File: config.mk
export PLATFORM = sky130hd
export DESIGN_NAME = scan_tap
export DESIGN_NICKNAME = d
export VERILOG_FILES = /design/src/scan_tap_pkg.sv /design/src/scan_tap.sv
export SDC_FILE = /design/constraint.sdc
export NUM_CORES = 2
export LEC_CHECK = 0
export ABC_CLOCK_PERIOD_IN_PS = 2550
export BUFFER_PORTS_ARGS = -buffer_cell sky130_fd_sc_hd__buf_4
export CELL_PAD_IN_SITES_DETAIL_PLACEMENT = 1
export CELL_PAD_IN_SITES_GLOBAL_PLACEMENT = 1
export CORE_MARGIN = 2
export CORE_UTILIZATION = 42
export DETAILED_ROUTE_END_ITERATION = 10
export PLACE_DENSITY = 0.79
export SLEW_MARGIN = 20
export SYNTH_ARGS = -nofsm -noshare
export SYNTH_HDL_FRONTEND = slang
export SYNTH_SLANG_ARGS = --single-unit
File: constraint.sdc
create_clock -name sys_clk -period 2.55 [get_ports sys_clk]
set_input_delay 0.1275 -clock sys_clk [delete_from_list [all_inputs] [get_ports sys_clk]]
set_output_delay 0.1275 -clock sys_clk [all_outputs]
set_load 0.005 [all_outputs]
File: src/scan_tap_pkg.sv
// shared constants and types for the boundary-scan test port
package scan_tap_pkg;
    // chain sizing
    localparam int NUM_IO_PINS      = 68;
    localparam int NUM_INPUT_PINS   = 4;
    localparam int NUM_MACROCELLS   = 64;
    localparam int IR_WIDTH         = 4;
    localparam int ID_WIDTH         = 32;
    // instruction codes (bypass is all ones)
    localparam logic [3:0] INSTR_EXTEST  = 4'h0;
    localparam logic [3:0] INSTR_SAMPLE  = 4'h1;
    localparam logic [3:0] INSTR_IDCODE  = 4'h2;
    localparam logic [3:0] INSTR_HIGHZ   = 4'h3;
    localparam logic [3:0] INSTR_PROG    = 4'h4;
    localparam logic [3:0] INSTR_BYPASS  = 4'hf;
    // capture pattern loaded into the instruction register
    localparam logic [3:0] IR_CAPTURE    = 4'h1;
    // arbitrary identification value, not a real maker code
    localparam logic [31:0] ID_VALUE_DEF = 32'h0000_0001;
    localparam int PROG_WORD_BITS   = 16;

    typedef enum logic [15:0] {
        ST_RESET     = 16'h0001, ST_IDLE      = 16'h0002,
        ST_SEL_DR    = 16'h0004, ST_CAP_DR    = 16'h0008,
        ST_SHIFT_DR  = 16'h0010, ST_EXIT1_DR  = 16'h0020,
        ST_PAUSE_DR  = 16'h0040, ST_EXIT2_DR  = 16'h0080,
        ST_UPD_DR    = 16'h0100, ST_SEL_IR    = 16'h0200,
        ST_CAP_IR    = 16'h0400, ST_SHIFT_IR  = 16'h0800,
        ST_EXIT1_IR  = 16'h1000, ST_PAUSE_IR  = 16'h2000,
        ST_EXIT2_IR  = 16'h4000, ST_UPD_IR    = 16'h8000
    } tap_state_t;

    // the three test port input pins seen from inside
    typedef struct packed {
        logic tck;
        logic tms;
        logic tdi;
    } link_in_t;
endpackage

File: src/scan_tap.sv
// boundary-scan test access port with pin and macrocell boundary cells
`timescale 1ns/1ps
module scan_tap
    import scan_tap_pkg::*;
#(
    parameter int          IO_PINS  = NUM_IO_PINS,
    parameter int          IN_PINS  = NUM_INPUT_PINS,
    parameter int          MACROS   = NUM_MACROCELLS,
    parameter logic [31:0] ID_VALUE = ID_VALUE_DEF
) (
    // clock and reset (resetn models power-up reset)
    input  wire logic                          sys_clk,
    input  wire logic                          resetn,
    // configuration options
    input  wire logic                          port_enable,
    input  wire logic                          pullup_enable,
    // test port pins
    input  wire link_in_t                      link_in,
    output logic                               tdo_out,
    output logic                               tdo_oe,
    output logic                               tms_pullup,
    output logic                               tdi_pullup,
    // pins and core logic
    input  wire logic [IO_PINS+IN_PINS-1:0]    pin_in,
    input  wire logic [IO_PINS-1:0]            core_out,
    input  wire logic [IO_PINS-1:0]            core_oe,
    output logic [IO_PINS-1:0]                 pin_out,
    output logic [IO_PINS-1:0]                 pin_oe,
    input  wire logic [MACROS-1:0]             macro_in,
    output logic [MACROS-1:0]                  macro_out,
    // programming data path
    output logic [PROG_WORD_BITS-1:0]          prog_data,
    output logic                               prog_strobe,
    // debug state
    output logic                               tap_in_reset
);
    localparam int NPIN  = IO_PINS + IN_PINS;
    // io cell: in capture, out capture, oe capture; input pins: one stage
    localparam int CHAIN = 3 * IO_PINS + IN_PINS + MACROS;

    // two-flop synchronisers for the pins
    link_in_t  sync1_q, sync2_q;
    logic      tck_prev_q;
    always_ff @(posedge sys_clk) begin
        if (!resetn) begin
            sync1_q    <= '0;
            sync2_q    <= '0;
            tck_prev_q <= 1'b0;
        end else begin
            sync1_q    <= link_in;
            sync2_q    <= sync1_q;
            tck_prev_q <= sync2_q.tck;
        end
    end
    // edge enables; disabled port ignores the pins entirely
    wire tck_rise = port_enable & sync2_q.tck & ~tck_prev_q;
    wire tck_fall = port_enable & ~sync2_q.tck & tck_prev_q;

    function automatic tap_state_t next_state(tap_state_t s, logic m);
        unique case (s)
            ST_RESET:    next_state = m ? ST_RESET   : ST_IDLE;
            ST_IDLE:     next_state = m ? ST_SEL_DR  : ST_IDLE;
            ST_SEL_DR:   next_state = m ? ST_SEL_IR  : ST_CAP_DR;
            ST_CAP_DR:   next_state = m ? ST_EXIT1_DR : ST_SHIFT_DR;
            ST_SHIFT_DR: next_state = m ? ST_EXIT1_DR : ST_SHIFT_DR;
            ST_EXIT1_DR: next_state = m ? ST_UPD_DR  : ST_PAUSE_DR;
            ST_PAUSE_DR: next_state = m ? ST_EXIT2_DR : ST_PAUSE_DR;
            ST_EXIT2_DR: next_state = m ? ST_UPD_DR  : ST_SHIFT_DR;
            ST_UPD_DR:   next_state = m ? ST_SEL_DR  : ST_IDLE;
            ST_SEL_IR:   next_state = m ? ST_RESET   : ST_CAP_IR;
            ST_CAP_IR:   next_state = m ? ST_EXIT1_IR : ST_SHIFT_IR;
            ST_SHIFT_IR: next_state = m ? ST_EXIT1_IR : ST_SHIFT_IR;
            ST_EXIT1_IR: next_state = m ? ST_UPD_IR  : ST_PAUSE_IR;
            ST_PAUSE_IR: next_state = m ? ST_EXIT2_IR : ST_PAUSE_IR;
            ST_EXIT2_IR: next_state = m ? ST_UPD_IR  : ST_SHIFT_IR;
            ST_UPD_IR:   next_state = m ? ST_SEL_DR  : ST_IDLE;
            default:     next_state = ST_RESET;
        endcase
    endfunction

    // tap state machine; power-up reset or five tck rises with tms high reach the reset state
    tap_state_t state_q;
    always_ff @(posedge sys_clk) begin
        if (!resetn)
            state_q <= ST_RESET;
        else if (tck_rise)
            state_q <= next_state(state_q, sync2_q.tms);
    end

    // instruction register, reset selects idcode
    logic [IR_WIDTH-1:0] ir_shift_q, ir_q;
    always_ff @(posedge sys_clk) begin
        if (!resetn) begin
            ir_shift_q <= '0;
            ir_q       <= INSTR_IDCODE;
        end else if (tck_rise) begin
            unique case (state_q)
                ST_RESET:    ir_q <= INSTR_IDCODE;
                ST_CAP_IR:   ir_shift_q <= IR_CAPTURE;
                ST_SHIFT_IR: ir_shift_q <= {sync2_q.tdi, ir_shift_q[IR_WIDTH-1:1]};
                default: ;
            endcase
        end else if (tck_fall && state_q == ST_UPD_IR) begin
            ir_q <= ir_shift_q;
        end
    end

    // unknown codes behave as bypass
    wire sel_extest = (ir_q == INSTR_EXTEST);
    wire sel_sample = (ir_q == INSTR_SAMPLE);
    wire sel_id     = (ir_q == INSTR_IDCODE);
    wire sel_highz  = (ir_q == INSTR_HIGHZ);
    wire sel_prog   = (ir_q == INSTR_PROG);
    wire sel_bsr    = sel_extest | sel_sample;
    wire sel_byp    = ~(sel_bsr | sel_id | sel_prog);

    // capture chain: pin cells first, then macrocell cells
    logic [CHAIN-1:0]          bsr_q;
    logic [ID_WIDTH-1:0]       id_q;
    logic                      byp_q;
    logic [PROG_WORD_BITS-1:0] prog_q;
    wire  [CHAIN-1:0] cap_vec = {macro_in, core_oe, core_out, pin_in};
    always_ff @(posedge sys_clk) begin
        if (!resetn) begin
            bsr_q <= '0;
            id_q  <= '0;
            byp_q <= 1'b0;
            prog_q <= '0;
        end else if (tck_rise) begin
            if (state_q == ST_CAP_DR) begin
                if (sel_bsr)
                    bsr_q <= cap_vec;
                id_q  <= ID_VALUE;
                byp_q <= 1'b0;
            end else if (state_q == ST_SHIFT_DR) begin
                if (sel_bsr)
                    bsr_q <= {sync2_q.tdi, bsr_q[CHAIN-1:1]};
                if (sel_id)
                    id_q <= {sync2_q.tdi, id_q[ID_WIDTH-1:1]};
                if (sel_byp)
                    byp_q <= sync2_q.tdi;
                if (sel_prog)
                    prog_q <= {sync2_q.tdi, prog_q[PROG_WORD_BITS-1:1]};
            end
        end
    end

    // update stages load on the falling test clock in update state
    logic [CHAIN-1:NPIN] upd_q;
    logic                prog_stb_q;
    logic [PROG_WORD_BITS-1:0] prog_data_q;
    always_ff @(posedge sys_clk) begin
        if (!resetn) begin
            upd_q       <= '0;
            prog_stb_q  <= 1'b0;
            prog_data_q <= '0;
        end else begin
            prog_stb_q <= 1'b0;
            if (tck_fall && state_q == ST_UPD_DR) begin
                if (sel_bsr)
                    upd_q <= bsr_q[CHAIN-1:NPIN];
                if (sel_prog) begin
                    prog_data_q <= prog_q;
                    prog_stb_q  <= 1'b1;
                end
            end
        end
    end

    // serial output mux, launched on the falling test clock
    logic tdo_q, tdo_oe_q;
    always_ff @(posedge sys_clk) begin
        if (!resetn) begin
            tdo_q    <= 1'b0;
            tdo_oe_q <= 1'b0;
        end else if (tck_fall) begin
            if (state_q == ST_SHIFT_IR)
                tdo_q <= ir_shift_q[0];
            else if (sel_bsr)
                tdo_q <= bsr_q[0];
            else if (sel_id)
                tdo_q <= id_q[0];
            else if (sel_prog)
                tdo_q <= prog_q[0];
            else
                tdo_q <= byp_q;
            tdo_oe_q <= (state_q == ST_SHIFT_IR) || (state_q == ST_SHIFT_DR);
        end else if (!port_enable) begin
            tdo_oe_q <= 1'b0;
        end
    end

    // pin and macrocell outputs: core path unless extest; highz only clears pin_oe
    logic [IO_PINS-1:0] pin_out_q, pin_oe_q;
    logic [MACROS-1:0]  macro_q;
    logic               pu_q, rst_q;
    always_ff @(posedge sys_clk) begin
        if (!resetn) begin
            pin_out_q <= '0;
            pin_oe_q  <= '0;
            macro_q   <= '0;
            pu_q      <= 1'b0;
            rst_q     <= 1'b1;
        end else begin
            pin_out_q <= sel_extest ? upd_q[NPIN+IO_PINS-1:NPIN] : core_out;
            pin_oe_q  <= sel_highz  ? '0 :
                         sel_extest ? upd_q[NPIN+2*IO_PINS-1:NPIN+IO_PINS] : core_oe;
            macro_q   <= sel_extest ? upd_q[CHAIN-1:NPIN+2*IO_PINS] : macro_in;
            pu_q      <= port_enable & pullup_enable;
            rst_q     <= (state_q == ST_RESET);
        end
    end

    assign tdo_out      = tdo_q;
    assign tdo_oe       = tdo_oe_q;
    assign tms_pullup   = pu_q;
    assign tdi_pullup   = pu_q;
    assign pin_out      = pin_out_q;
    assign pin_oe       = pin_oe_q;
    assign macro_out    = macro_q;
    assign prog_data    = prog_data_q;
    assign prog_strobe  = prog_stb_q;
    assign tap_in_reset = rst_q;
endmodule // scan_tap

After elaboration in Yosys (flattened, before gate mapping)

Index checks and enable logic that the tools add are counted.

Flip-flop bits (word level): 773
Bits of input ports: 279
Word-level logic and storage cells: 119
Output and inout port bits: 222

Reduce and logical (&&, ||, !) cells: 21
Eq/ne operators: 25
Muxes and demuxes: 37
Bitwise gates (word level): 12

Operator list:

| cell                 | count |
|---|---|
| $mux 272             | 4 |
| $pmux 16 s12         | 1 |
| $mux 68              | 2 |
| $mux 32              | 3 |
| $mux 64              | 1 |
| $mux 16              | 2 |
| $mux 9               | 2 |
| $eq 16x1->1 const B  | 1 |
| $eq 16x10->1 const B | 1 |
| $eq 16x11->1 const B | 1 |
| $eq 16x12->1 const B | 1 |
| $eq 16x13->1 const B | 1 |
| $eq 16x14->1 const B | 1 |
| $eq 16x15->1 const B | 1 |
| $eq 16x16->1 const B | 1 |
| $eq 16x2->1 const B  | 1 |
| $eq 16x3->1 const B  | 1 |
| $eq 16x4->1 const B  | 1 |
| $eq 16x5->1 const B  | 1 |
| $eq 16x6->1 const B  | 1 |
| $eq 16x7->1 const B  | 1 |
| $eq 16x8->1 const B  | 1 |
| $eq 16x9->1 const B  | 1 |
| $mux 15              | 1 |
| other kinds (27)     | 63 |

Logic depth before layout (Yosys ltp)

Depth in word-level cells: 7
Gate-level depth with buffers: 10
Mapped depth without buffers: 5

Worst setup path after synthesis

Ideal clock, no wire load.

Path kind: flip-flop to flip-flop
Start point: reg state_q[13]
End point: reg bsr_q[124]
Data required time: 2.418 ns
Buffers on the path: 4
Clock period less this slack: 2.274 ns
Setup slack: 0.276 ns
Library setup time: 0.132 ns
Stages on the path, launching flop included: 10
Data arrival time: 2.141 ns
Cells stage by stage: dfxtp_1 > buf_2 > nor4_4 > nand4_2 > a2111o_1 > clkbuf_1 > clkbuf_1 > buf_2 > nand2_1 > a21oi_1

Cells in the longest elaborated chain, start to end: 3
Elaborated cells between the ends (all ways): 7
Classes of those cells: 4 x eq/ne; 1 x mux; 2 x reduce/logical

RTL lines:

| what                                                             | line                             | RTL |
|---|---|---|
| from (decl)                                                      | scan_tap.sv:82                   | `tap_state_t state_q;` |
| from (signal assigned)                                           | scan_tap.sv:87                   | `state_q <= next_state(state_q, sync2_q.tms);` |
| $eq 16x5->1 or $eq 16x4->1 (tied branches)                       | scan_tap.sv:135, scan_tap.sv:130 |  |
| $ne 2x2->1 (no source line) or $reduce_bool 2->1 (tied branches) | n/a                              |  |
| $reduce_and 4->1 (no source line)                                | n/a                              |  |
| to (signal assigned)                                             | scan_tap.sv:132                  | `bsr_q <= cap_vec;` |
| to (signal assigned)                                             | scan_tap.sv:137                  | `bsr_q <= {sync2_q.tdi, bsr_q[CHAIN-1:1]};` |
| to (decl)                                                        | scan_tap.sv:118                  | `logic [CHAIN-1:0] bsr_q;` |

Several ways; a longest one is shown, not always the timed one.
A chain may end at the register's enable or synchronous reset.

Worst setup path after layout

Start point: reg state_q[9]
End point: reg bsr_q[5]

The elaborated chain is that of the path after synthesis.

==> impl_metrics.ini <==
[logic_synthesis]
async_flop_share_pct = 0
synth_cells = 3693
synthMuxAreaShare_pct = 10.7
avgSynthCellArea_um2 = 8.18
synth_edf_count = 0
synth_ff_type = dfxtp_1
synthSimpleGateAreaFrac_pct = 20.4
netlist-cell-type-count = 59
synth_top_family_by_area = simple AND/OR/NAND/NOR gates
synthAdderAreaFrac_pct = 0
synthesis.nets = 3972
synth-xor-area-share_pct = 0.203
syn_area_um2 = 30200
synth.most_common_cell = nand2_1
synth_top_cell_by_area = dfxtp_1
yosysSeqAreaShare_pct = 51.2
synth_compound_area_share_pct = 13.3
synth_common_cells = nand2_1 (1,428), dfxtp_1 (773), a21oi_1 (710)
synth_warnings = 0
ys_ff_latch = 773
synth_area_leaders = dfxtp_1 (51%), nand2_1 (18%), a21oi_1 (12%)
synth.top_cell.area_share_pct = 51.2

[power_and_ir_drop]
leakagePower_nw = 16.3
ir_drop_mv = 0.522
powerDensity_nw_per_um2 = 639
finalPower_mw = 26.6

[worst_setup_path]
worst-setup-path-type = flip-flop to flip-flop
cp_max_fo = 11
crit_path_start = state_q[9]
cp_slowest_cell = a2111oi_4
path_cells = nor4_4, buf_4, nand4_1, a2111oi_4, clkbuf_16, buf_12, buf_6, buf_12, nand2_1, a21oi_1
slowest_delay_ns = 0.51
crit_top_cell = buf_12
arrival_ns = 3.17
required_ns = 3.10
worstSetupStartpointType = flip-flop
regToRegStartpoint = state_q[9]
endpoint_kind = flip-flop

[cts]
cts.sinks = 773
clk_path_buf_depth = 3
cts-root-buf = clkbuf_16
clk_pin_slew_worst_paths_ns = 0.06
cts_tree = done
htreeDepth = 3
clk_latency_ns = 0.64
numCtsBuffers = 83

[place]
port-buffer-count = 500
gp_routability_congestion = 0.831
dp_cells = 4953
place_area_um2 = 35300
dp_hpwl_um = 64500
place_ws_ns = 0.0756

[cells_and_area]
design_area_um2 = 41600
nFillCells = 8220
syn_to_final_growth_pct = 37.8
final_util_pct = 58.3
drive_gt1_share_pct = 24.6
final_nets = 4682
final_cells = 5418

[drt]
dr.pass1.iters = 5
vias_per_cell = 5.48
drt_wl_total_um = 121000
drt-wirelength-per-cell_um = 22.3
drcViolationCount = 0
dr_total_vias = 29700
drt-initial-drc-count = 2185
drtAntennaViolNets = 0

[die]
core_um2 = 71400
num_io_pins = 501
initial_core_util_pct = 42.3
row_count = 98
die_height_um = 272
dieArea_um2 = 74100
die_w_um = 272

[grt]
antenna_found_initial = 7
overflow = 0
grt_pass1_vias = 31000
grt_pass1_wl_um = 178000
grt_max_degree = 88
track_usage_pct = 30.0

[sta]
worstMarginPinSlew_ns = 0.814
setup_viol = 17
clock_skew_ns = 0.0341
maxSlewHeadroom_pct = 45.0
fmaxAchievable_mhz = 383
timing.hold.ws_ns = 0.267
fin_crit_sh_pct = 102
fin_crit_ns = 2.61
fin_setup_tns_ns = -0.322
fin_ws_ns = -0.0634
drv_slew = 0
hold_viol = 0

[worst_hold_path]
min_from = link_in[1]
hold_path_class = input port to flip-flop

[run_status]
outcome = complete, but fails checks
violations = setup timing

[flow_run]
drv_cap = 0
==> logic make-up (layout without fill, tap and decap cells) <==
kind of cell | count (synthesis) | count (layout)
DFF | 773 | 773
buffers and inverters | 297 | 1065
muxes | 289 | 289
AOI/OAI and AO/OA | 771 | 771
other | 0 | 7
xor gates and xnor gates | 7 | 7
and+or+nand+nor | 1556 | 1556
==> critical path: cells and delay by family, from the launching register on <==
family	cells	cell delay [ns]
and+or+nand+nor	3	0.59
DFF	1	0.37
buffers and inverters	5	0.87
AOI/OAI and AO/OA	2	0.70
==> power by group <==
part,switching (mW),total (mW),leakage (nW),internal (mW)
registers,0.0928,12.3,6.28,12.3
logic,0.778,1.66,8.60,0.879
clock network,5.20,12.6,1.39,7.41
==> sequential cells by signal (all words and copies together), names as in the netlist, 32 cells and up <==
signal,cells
bsr_q,272
upd_q,200
pin_oe,68
pin_out,68
macro_out,64
id_q,32
==> cell type report <==
type,instances,area [µm²],share of cell area [%]
diodes,7,17.5,0.0421
clock buffers,116,2410,5.80
clock inverters,27,377,0.905
inverters,3,18.8,0.0451
multi-input cells,2623,13600,32.8
flip-flops and latches,773,15500,37.2
well taps,950,1190,2.86
repair buffers,919,8480,20.4
==> metal layers <==
layer,vias up,global-route usage (%),routed length [µm]
met5,-,0,27
met4,4,14.5,5620
met3,358,4.73,5990
met2,1098,53.2,61200
met1,14600,35.1,47900
li1,13600,-,-
==> worst paths after layout <==
| path | endpoint | slack [ns] | cells past startpoint |
|---|---|---|---|
| min | sync1_q[1] | 0.27 | 3 |
| max reg2reg | bsr_q[5] | -0.06 | 10 |
| min reg2reg | sync2_q[2] | 0.44 | 1 |
| max | bsr_q[5] | -0.06 | 10 |
==> timing repair <==
action | CTS | global route
setup buffers | 0 | 26
endpoints found under the hold margin | 478 | 0
hold buffers | 279 | 0
gates resized for setup | 0 | 53
setup endpoints to repair | 0 | 285
==> layout by cell type (no fill, tap or decap), types with 4 or more instances in the layout <==
cell type / synthesis / final
clkbuf_16: 0 / 96
clkbuf_1: 189 / 14
clkbuf_8: 0 / 17
buf_12: 0 / 44
dfxtp_1: 773 / 766
xnor2_1: 6 / 6
nor2_1: 38 / 38
diode_2: 0 / 7
o21ai_0: 5 / 5
buf_6: 2 / 6
nor4_4: 2 / 4
clkinv_2: 0 / 15
buf_16: 0 / 6
a21oi_1: 710 / 688
mux2i_1: 17 / 17
a21oi_2: 0 / 22
and2_1: 7 / 7
nand2_1: 1428 / 1428
nor4_1: 9 / 8
a22oi_1: 4 / 4
or4_1: 6 / 5
dfxtp_2: 0 / 5
nor3_1: 11 / 9
dlygate4sd3_1: 0 / 279
mux2_2: 272 / 272
o22ai_1: 31 / 31
nand4_1: 7 / 7
buf_4: 11 / 572
bufinv_16: 0 / 8
nand3_1: 13 / 12
(Power assumes the default switching activity.)
